**src/verilog/mpb_pkg.sv**
```systemverilog
// Purpose: shared constants and types for the memory/peripheral bus port
// Assumes: 40 MHz clk_sys, byte-wide external data bus
// Notes: boot vector is captured from the address pins during cold reset
package mpb_pkg;
    localparam int ADDR_W = 22; // dedicated address outputs
    localparam int UPPER_W = 4; // upper address bits on alternate pins
    localparam int DATA_W = 8; // data bus width
    localparam int CS_W = 4; // chip select count
    localparam int BOOT_W = 16; // boot vector width
    localparam int BOOT_WDOG_BIT = 11; // watchdog disable position
    localparam int BOOT_RSV_LO = 12; // first reserved boot bit
    localparam int BOOT_RSV_HI = 15; // last reserved boot bit
    localparam int SYNC_W = 2; // warm reset synchroniser depth
    localparam logic [CS_W-1:0] CS_IDLE = 4'hf; // all selects negated
    localparam logic [BOOT_W-1:0] BOOT_RST = 16'h0000; // boot vector reset
    // bus states, gray along idle -> setup -> strobe -> hold
    typedef enum logic [1:0] {
        MPB_IDLE = 2'h0,
        MPB_SETUP = 2'h1,
        MPB_STROBE = 2'h3,
        MPB_HOLD = 2'h2
    } mpb_state_e;
endpackage : mpb_pkg

```
**src/verilog/mpb_sync.sv**
```systemverilog
// Purpose: two-flop synchroniser for an asynchronous level
// Assumes: single clock domain on the output side
// Notes: reset value is a parameter so low-active lines reset idle
`timescale 1ns/10ps
module mpb_sync #(
    parameter logic RST_VAL = 1'b1
) (
    input wire logic clk_sys,
    input wire logic warm_reset_n,
    input wire logic d_in,
    output logic d_out
);
    // first flop read only by the second
    typedef struct packed {
        logic meta;
        logic stab;
    } mpb_sync_s;
    mpb_sync_s st_q;
    mpb_sync_s st_d;

    // next state
    always_comb begin
        st_d = st_q;
        st_d.meta = d_in;
        st_d.stab = st_q.meta;
    end

    // registers
    always_ff @(posedge clk_sys or negedge warm_reset_n) begin
        if (!warm_reset_n) begin
            st_q <= {RST_VAL, RST_VAL};
        end else begin
            st_q <= st_d;
        end
    end

    assign d_out = st_q.stab;
endmodule : mpb_sync

```
**src/verilog/mpb_bus.sv**
```systemverilog
// Purpose: external memory and peripheral bus port with boot capture
// Assumes: requests arrive on a simple req/ack user port
// Notes: wait_or_ack_n meaning chosen by ack_mode
// Operation
// - names ending _n are low active
// - drive transceiver direction output
// - low-active buffer enable output
// - low-active write strobe on writes
// - four low-active chip selects
// - 22-bit address plus four upper bits
// - bidirectional byte data bus
// - sample boot vector during cold reset
// - read strobe only when device drives
// - read_not_write high read, low write
// - wait mode stretches cycle while asserted
// - ack mode ends transaction on ack
// - boot bit eleven set disables watchdog
// - warm reset bidirectional and synchronised
`timescale 1ns/10ps
module mpb_bus (
    input wire logic clk_sys,
    input wire logic warm_reset_n,
    input wire logic power_on_reset_n,
    input wire logic warm_reset_n_in,
    output logic warm_reset_n_out,
    output logic warm_reset_n_oe,
    input wire logic ack_mode,
    input wire logic req_valid,
    output logic req_ready,
    input wire logic req_read,
    input wire logic [1:0] req_cs,
    input wire logic [25:0] req_addr,
    input wire logic [7:0] req_wdata,
    output logic rsp_valid,
    output logic [7:0] rsp_rdata,
    output logic [21:0] bus_addr,
    output logic [3:0] bus_addr_upper,
    input wire logic [21:0] bus_addr_in,
    output logic bus_addr_oe,
    input wire logic [7:0] bus_data_in,
    output logic [7:0] bus_data_out,
    output logic bus_data_oe,
    output logic [3:0] dev_select_n,
    output logic read_not_write,
    output logic bus_read_strobe_n,
    output logic bus_write_strobe_n,
    output logic buf_dir_n,
    output logic buf_oe_n,
    input wire logic wait_or_ack_n,
    output logic [15:0] boot_vector,
    output logic watchdog_enable,
    output logic boot_reserved_err,
    output logic warm_reset_active
);
    // whole block state
    typedef struct packed {
        mpb_pkg::mpb_state_e st;
        logic rd;
        logic [mpb_pkg::CS_W-1:0] sel_n;
        logic [mpb_pkg::ADDR_W+mpb_pkg::UPPER_W-1:0] addr;
        logic [mpb_pkg::DATA_W-1:0] wdata;
        logic [mpb_pkg::DATA_W-1:0] rdata;
        logic done;
        logic [mpb_pkg::BOOT_W-1:0] boot;
        logic wdog_en;
        logic rsv_err;
        logic cold_q;
    } mpb_bus_s;
    mpb_bus_s s_q;
    mpb_bus_s s_d;
    logic warm_sync; // synchronised warm reset level
    logic in_reset; // any reset in force
    logic cycle_end; // external side lets the strobe end

    // asynchronous warm reset input brought into clk_sys
    mpb_sync #(.RST_VAL(1'b0)) u_warm_sync (
        .clk_sys(clk_sys),
        .warm_reset_n(warm_reset_n),
        .d_in(warm_reset_n_in),
        .d_out(warm_sync)
    );

    // cold reset input is taken as synchronous to clk_sys
    assign in_reset = !power_on_reset_n || !warm_sync;
    // wait mode: stretch while low; ack mode: finish when low
    assign cycle_end = ack_mode ? !wait_or_ack_n : wait_or_ack_n;

    // next-state logic
    always_comb begin
        s_d = s_q;
        s_d.done = 1'b0;
        s_d.cold_q = !power_on_reset_n;
        if (!power_on_reset_n) begin
            // boot vector follows the pins for as long as cold reset holds
            s_d.boot = bus_addr_in[mpb_pkg::BOOT_W-1:0];
            s_d.st = mpb_pkg::MPB_IDLE;
            s_d.sel_n = mpb_pkg::CS_IDLE;
        end else if (s_q.cold_q) begin
            // release edge: latch the derived configuration
            s_d.wdog_en = !s_q.boot[mpb_pkg::BOOT_WDOG_BIT];
            // the reserved field must read back all low
            s_d.rsv_err = |s_q.boot[mpb_pkg::BOOT_RSV_HI:mpb_pkg::BOOT_RSV_LO];
        end else if (!warm_sync) begin
            // warm reset aborts any cycle and negates strobes
            s_d.st = mpb_pkg::MPB_IDLE;
            s_d.sel_n = mpb_pkg::CS_IDLE;
        end else begin
            unique case (s_q.st)
                mpb_pkg::MPB_IDLE: begin
                    if (req_valid) begin
                        s_d.st = mpb_pkg::MPB_SETUP;
                        s_d.rd = req_read;
                        s_d.addr = req_addr;
                        s_d.wdata = req_wdata;
                        // one-hot low select from the index
                        s_d.sel_n = ~(4'h1 << req_cs);
                    end
                end
                mpb_pkg::MPB_SETUP: begin
                    s_d.st = mpb_pkg::MPB_STROBE;
                end
                mpb_pkg::MPB_STROBE: begin
                    // stay in strobe until the far side lets go
                    if (cycle_end) begin
                        s_d.st = mpb_pkg::MPB_HOLD;
                        if (s_q.rd) begin
                            s_d.rdata = bus_data_in; // sample on read
                        end
                    end
                end
                mpb_pkg::MPB_HOLD: begin
                    s_d.st = mpb_pkg::MPB_IDLE;
                    s_d.sel_n = mpb_pkg::CS_IDLE;
                    s_d.done = 1'b1;
                end
            endcase
        end
    end

    // state register
    always_ff @(posedge clk_sys or negedge warm_reset_n) begin
        if (!warm_reset_n) begin
            s_q <= '{st: mpb_pkg::MPB_IDLE, rd: 1'b1, sel_n: mpb_pkg::CS_IDLE,
                     addr: '0, wdata: '0, rdata: '0, done: 1'b0,
                     boot: mpb_pkg::BOOT_RST, wdog_en: 1'b1, rsv_err: 1'b0,
                     cold_q: 1'b1};
        end else begin
            s_q <= s_d;
        end
    end

    // outputs
    assign req_ready = (s_q.st == mpb_pkg::MPB_IDLE) && !in_reset && !s_q.cold_q;
    assign rsp_valid = s_q.done;
    assign rsp_rdata = s_q.rdata;
    assign bus_addr = s_q.addr[mpb_pkg::ADDR_W-1:0];
    assign bus_addr_upper = s_q.addr[mpb_pkg::ADDR_W+mpb_pkg::UPPER_W-1:mpb_pkg::ADDR_W];
    // address pins float while cold reset samples the boot vector
    assign bus_addr_oe = power_on_reset_n;
    assign bus_data_out = s_q.wdata;
    // drive data only for writes out of reset
    assign bus_data_oe = !in_reset && !s_q.rd && (s_q.st != mpb_pkg::MPB_IDLE);
    assign dev_select_n = in_reset ? mpb_pkg::CS_IDLE : s_q.sel_n;
    assign read_not_write = s_q.rd;
    // read strobe only while the device is to drive data
    assign bus_read_strobe_n = !(!in_reset && s_q.rd && s_q.st == mpb_pkg::MPB_STROBE);
    assign bus_write_strobe_n = !(!in_reset && !s_q.rd && s_q.st == mpb_pkg::MPB_STROBE);
    // transceiver passes toward pins on writes, low means inbound
    assign buf_dir_n = !s_q.rd;
    assign buf_oe_n = in_reset || (s_q.st == mpb_pkg::MPB_IDLE);
    // warm reset pin driven low during cold reset
    assign warm_reset_n_out = 1'b0;
    assign warm_reset_n_oe = !power_on_reset_n;
    assign boot_vector = s_q.boot;
    assign watchdog_enable = s_q.wdog_en;
    assign boot_reserved_err = s_q.rsv_err;
    assign warm_reset_active = !warm_sync;

    // strobes negated whenever any reset holds
    property p_idle_in_reset;
        @(posedge clk_sys) disable iff (!warm_reset_n)
        in_reset |-> (dev_select_n == mpb_pkg::CS_IDLE) && bus_read_strobe_n
            && bus_write_strobe_n && buf_oe_n;
    endproperty
    a_idle_in_reset: assert property (p_idle_in_reset) else $error("strobe in reset");

    // a read strobe never coincides with driven data
    property p_rd_no_drive;
        @(posedge clk_sys) disable iff (!warm_reset_n)
        !bus_read_strobe_n |-> !bus_data_oe && read_not_write;
    endproperty
    a_rd_no_drive: assert property (p_rd_no_drive) else $error("read strobe while driving");

    // write strobe only on write cycles
    property p_wr_dir;
        @(posedge clk_sys) disable iff (!warm_reset_n)
        !bus_write_strobe_n |-> !read_not_write && bus_data_oe;
    endproperty
    a_wr_dir: assert property (p_wr_dir) else $error("write strobe on read");

    // wait mode: held wait keeps the strobe
    property p_wait_hold;
        @(posedge clk_sys) disable iff (!warm_reset_n || in_reset)
        (s_q.st == mpb_pkg::MPB_STROBE && !ack_mode && !wait_or_ack_n)
            |=> (s_q.st == mpb_pkg::MPB_STROBE);
    endproperty
    a_wait_hold: assert property (p_wait_hold) else $error("wait ignored");

    // ack mode: ack ends strobe next cycle, done two later
    property p_ack_end;
        @(posedge clk_sys) disable iff (!warm_reset_n || in_reset)
        (s_q.st == mpb_pkg::MPB_STROBE && ack_mode && !wait_or_ack_n)
            |=> (s_q.st == mpb_pkg::MPB_HOLD) ##1 rsp_valid;
    endproperty
    a_ack_end: assert property (p_ack_end) else $error("ack did not end cycle");

    // boot vector equals pins one cycle after sampling in cold reset
    property p_boot_cap;
        @(posedge clk_sys) disable iff (!warm_reset_n)
        !power_on_reset_n |=> boot_vector == $past(bus_addr_in[15:0]);
    endproperty
    a_boot_cap: assert property (p_boot_cap) else $error("boot vector not captured");

    // watchdog follows the captured bit after release
    property p_wdog;
        @(posedge clk_sys) disable iff (!warm_reset_n)
        (s_q.cold_q && power_on_reset_n) |=>
            watchdog_enable == !$past(s_q.boot[mpb_pkg::BOOT_WDOG_BIT]);
    endproperty
    a_wdog: assert property (p_wdog) else $error("watchdog enable wrong");

    // exactly one select low in an active cycle
    property p_one_sel;
        @(posedge clk_sys) disable iff (!warm_reset_n)
        (!in_reset && s_q.st != mpb_pkg::MPB_IDLE) |-> $onehot(~dev_select_n);
    endproperty
    a_one_sel: assert property (p_one_sel) else $error("select not one-hot");

    // with the buffer open, it points outward exactly when the port drives data on a write
    property p_dir;
        @(posedge clk_sys) disable iff (!warm_reset_n)
        !buf_oe_n |-> (buf_dir_n == bus_data_oe);
    endproperty
    a_dir: assert property (p_dir) else $error("buffer direction wrong");
endmodule : mpb_bus

```
**config.mk**
```make
export PLATFORM = sky130hd
export DESIGN_NAME = mpb_bus
export DESIGN_NICKNAME = d
export VERILOG_FILES = /design/src/verilog/mpb_pkg.sv /design/src/verilog/mpb_sync.sv /design/src/verilog/mpb_bus.sv
export SDC_FILE = /design/constraint.sdc
export NUM_CORES = 1
export LEC_CHECK = 0
export BUFFER_PORTS_ARGS = -buffer_cell sky130_fd_sc_hd__buf_4
export CORE_UTILIZATION = 25
export CTS_BUF_LIST = sky130_fd_sc_hd__clkbuf_8
export DETAILED_ROUTE_END_ITERATION = 12
export SYNTH_ARGS = -nofsm -noshare
export SYNTH_HDL_FRONTEND = slang
export SYNTH_SLANG_ARGS = --single-unit
```
**constraint.sdc**
```tcl
create_clock -name clk_sys -period 1.9 [get_ports clk_sys]
set_input_delay 0.475 -clock clk_sys [delete_from_list [all_inputs] [get_ports clk_sys]]
set_output_delay 0.475 -clock clk_sys [all_outputs]
set_load 0.01 [all_outputs]
```
# Word level (Yosys, flattened, before mapping)
# Cells that the tools add are included.
# classes
n_eq_ne	7
shift	1
n_mux	20
bitwise	2
n_reduce_logical	26
# ops
operator	n
two-way mux 50 bit	1
two-way mux 43 bit	1
two-way mux 41 bit	1
two-way mux 34 bit	1
two-way mux 8 bit	3
two-way mux 4 bit	3
!= test 4 bit, second input constant	3
logical NOT 1 bit	9
one-hot mux 2 bit (4 select lines)	1
one-hot mux 4 bit (2 select lines)	1
logical AND 1 bit	7
two-way mux 2 bit	3
AND reduction 3 bit	2
AND reduction 6 bit	1
two-way mux 1 bit	5
AND reduction 5 bit	1
equality test 2 bit, second input constant	2
inverter 4 bit	1
OR reduction 4 bit	1
<< shifter 1 x 2 -> 4 bit, first input constant	1
equality test 2 x 1 -> 1 bit, second input constant	1
logical NOT 2 bit	1
logical OR 1 bit	2
!= test 2 bit, second input constant	1
other kinds (3)	3
# totals
ff_bits	71
out_inout_bits	76
word_cells	69

# Depth between registers and ports, before layout
# depth
ltp_word	7
depth_mapped	5
mapped_depth_nobuf	4

# By module
# From an unflattened synthesis, not the netlist that was laid out.
# hier_totals
hier_cells	250
area_unflattened_um2	3457.1
# modules_own_cells
module	instances	cells_per_inst	area_per_inst_um2
mpb_bus	1	248	3407.0
mpb_sync	1	2	50.0

# Least setup slack after synthesis
# No wires, ideal clock.
# synth_path
kind	input port to output port
from	in power_on_reset_n
to	out bus_data_oe
arrival_ps	1271
slack_ps	154
stages	4
n_path_buf	2
path_cell_list	buf_2 > buf_2 > o211ai_1 > nor2_1
# synth_between
elab_chain_len	5
# synth_rtl
item	line_no	text
start: declaration	mpb_bus.sv:23	input wire logic power_on_reset_n,
logical NOT 1 bit	mpb_bus.sv:84	assign in_reset = !power_on_reset_n || !warm_sync;
logical OR 1 bit	mpb_bus.sv:84	
logical NOT 1 bit	mpb_bus.sv:162	assign bus_data_oe = !in_reset && !s_q.rd && (s_q.st != mpb_pkg::MPB_IDLE);
logical AND 1 bit (2 in a row)	mpb_bus.sv:162	
end: declaration	mpb_bus.sv:42	output logic bus_data_oe,
# Every way passes these cells.

# Worst setup path after layout
# layout_path
from	reg u_warm_sync.st_q, in the netlist u_warm_sync.d_out
to	out bus_write_strobe_n
# layout_between
elab_chain_len	6
# layout_rtl
item	line_no	text
start: declaration	mpb_sync.sv:18	mpb_sync_s st_q;
start signal: assignment	mpb_sync.sv:31	st_q <= {RST_VAL, RST_VAL};
start signal: assignment	mpb_sync.sv:33	st_q <= st_d;
logical NOT 1 bit	mpb_bus.sv:84	
logical OR 1 bit	mpb_bus.sv:84	
logical NOT 1 bit	mpb_bus.sv:167	assign bus_write_strobe_n = !(!in_reset && !s_q.rd && s_q.st == mpb_pkg::MPB_STROBE);
logical AND 1 bit (2 in a row)	mpb_bus.sv:167	
logical NOT 1 bit	mpb_bus.sv:167	
end: declaration	mpb_bus.sv:46	output logic bus_write_strobe_n,
# Every way passes these cells.

==> flow_summary.ini <==
[status]
status = complete, no violations

[timing]
rsz0062_at_grt = no
hold_violations = 0
report.final.slew_viol_count = 0
period_minus_slack_ns = 1.84
max_freq_mhz = 545
fin_crit_sh_pct = 96.6
hold_slack_ns = 0.0533
setup-tns-final_ns = 0
final.setup_skew_ns = 0.0108
setup_viol = 0

[hold_path]
hp-class = in -> async

[finish]
nNetsFinal = 414
final-seq-area_sq_um = 1790
flow.area_growth_from_synthesis_pct = 30.1
diodes = 0
multi_input_area_sq_um = 1010
fill_cells = 1307
fin_cells = 517
drive_above_1_share_pct = 70.4

[clock_network]
insertion_delay_ns = 0.36
cts-hold-fix-buffers = 0
cts_tree = built
cts_num_sinks = 71
cts_buffer_depth = 2
clk_pin_slew_ns = 0.07
numCtsBuffers = 9
htreeDepth = 3
cts_root_buffer = clkbuf_8

[critical_path]
cp-startpoint = u_warm_sync.d_out
crit_arrival_ns = 1.36
critPathMaxFanout = 3
crit_type = reg -> out
endpoint_kind = primary output
r2r-start = u_warm_sync.d_out
cp-start-kind = register
critical_path_required_ns = 1.42

[drt]
routed-via-count = 2083
routed_wl_um = 6640
drt-initial-drc-count = 36
viasPerCell = 4.03
drc = 0
routedWlPerCell_um = 12.8
drtAntennaViolNets = 0
drt_first_pass_iters = 4

[die]
core-area_sq_um = 12800
dieWidth_um = 117
die_area_sq_um = 13800
initial_core_util_pct = 26.0
std_cell_rows = 41
die_h_um = 117
io_pins = 150

[power_and_ir_drop]
p_leak_nw = 2.09
ir_drop_mv = 0.359
cellPowerDensity_nw_per_um2 = 910

[yosys]
yosys_warnings = 0
syn_area_sq_um = 3330
synth_top_cells_by_count = dfrtp_1 (64), buf_4 (61), mux2_2 (59), dfstp_2 (7), o21ai_0 (7)
syn_nets = 323
synthDistinctLibCells = 28
synth_cells = 249
yosysSeqAreaShare_pct = 53.7
synth_largest_area_cell = dfrtp_1
synth_ff_type = dfrtp_1
synthArstFlopShare_pct = 100
ys_ff_latch = 71
netlist_top_cells_area = dfrtp_1 (48%), mux2_2 (20%), buf_4 (14%)
synth_edf_count = 0
synth_top_area_share_pct = 48.1
syn_avg_cell_area_sq_um = 13.4
yosysMostFrequentCell = dfrtp_1

[global_routing]
gr-usage-all-layers_pct = 10.2
grt_pass1_vias = 2141
grt_max_degree = 42
antenna_found_initial = 0
grt_overflow_total = 0
grt_pass1_wl_um = 10900

[flow_run]
max-cap-violations = 0

[place]
dp_hpwl_um = 4900
dp.cells = 499
port_buffers = 142
gp_congestion = 0.714
-- stage by stage --
step | instance area (sq um) | power [W] | setup WS, ns | util (%)
finish | 4330 | 0.00394 | 0.0650 | 33.9
global route | 4330 | 0.00418 | 0.00386 | 33.9
CTS | 4320 | 0.00403 | 0.00470 | 33.8
detailed placement | 4150 | 0.00298 | 0.185 | 32.5
global placement | 4150 | 0.00295 | 0.217 | 32.5
floorplan | 3330 | 0.00267 | 0.154 | -
-- logic make-up (layout without fill, tap and decap cells) --
family | Yosys count | after routing | synth area share [%]
buffers and inverters | 74 | 170 | 16.1
flip-flops | 71 | 71 | 53.7
multiplexers | 63 | 63 | 21.8
AND/OR/NAND/NOR | 22 | 22 | 4.96
AO/OA/AOI/OAI | 17 | 17 | 3.16
other | 1 | 1 | 0.113
XOR/XNOR | 1 | 1 | 0.263
-- power breakdown --
| part | internal, W | leakage, nW | switching, W |
|---|---|---|---|
| Sequential | 0.00178 | 0.855 | 0.000148 |
| Clock | 0.000452 | 0.0926 | 0.000556 |
| Combinational | 0.000616 | 1.14 | 0.000384 |
-- worst paths after layout --
check,to,slack (ns),depth (start not counted)
min in group clk_sys,u_warm_sync.st_d[0],0.22,1
worst min-delay path,rsp_rdata[5],0.05,1
worst max register to register,s_q[63],0.18,5
worst max-delay path,bus_write_strobe_n,0.06,4
max in group asynchronous,bus_addr[14],1.29,2
worst min register to register,u_warm_sync.d_out,0.36,0
-- placed cells by master (no fill, tap or decap), drive strengths merged --
master    count
nor3          1
o211ai        1
or2           4
mux2         63
o21ai         7
clkinv        3
xnor2         1
and4          1
dfstp         7
nor4b         2
dfrtp        64
nor4          3
o311ai        1
nand2         8
clkinvlp      1
nand3         1
clkbuf        9
o21a          1
and2          1
o22a          1
nor2          1
conb          1
buf         148
a21oi         6
inv           9
-- flip-flops by register name, summed over array words and instances, names as in the netlist --
name,cells
u_warm_sync.st_d,1
u_warm_sync.d_out,1
bus_addr_upper,4
rsp_rdata,8
bus_addr,22
watchdog_enable,1
bus_data_out,8
s_q,7
read_not_write,1
boot_reserved_err,1
boot_vector,16
rsp_valid,1
-- routing by layer --
metal  wire, um  vias up  GRT usage, %  share of wire [%]
met3        533       16          4.62                8.0
met2       3250       85          16.3                 49
met1       2710     1022          11.5                 41
li1           -      960             -                  -
met5          0        -             0                  0
met4        145        0          5.11                2.2
-- worst max-delay path: stages (launching register included) --
cell,delay (ns)
dfrtp_2,0.45
buf_4,0.15
and4_1,0.22
nand2_1,0.08
buf_4,0.11
-- final cells by class --
type	instances	area share, %
Sequential cell	71	41.3
Timing Repair Buffer	148	26.3
Multi-Input combinational cell	104	23.3
Tap cell	172	4.97
Clock buffer	9	2.86
Clock inverter	7	0.781
Inverter	6	0.520
-- what timing repair did --
action,CTS,global route
endpoints found under the setup margin,5,4
buffers inserted,1,1
pin swaps,1,1
hold endpoints to repair,0,0
resized for setup,1,2
Power figures use the tool's default switching activity.
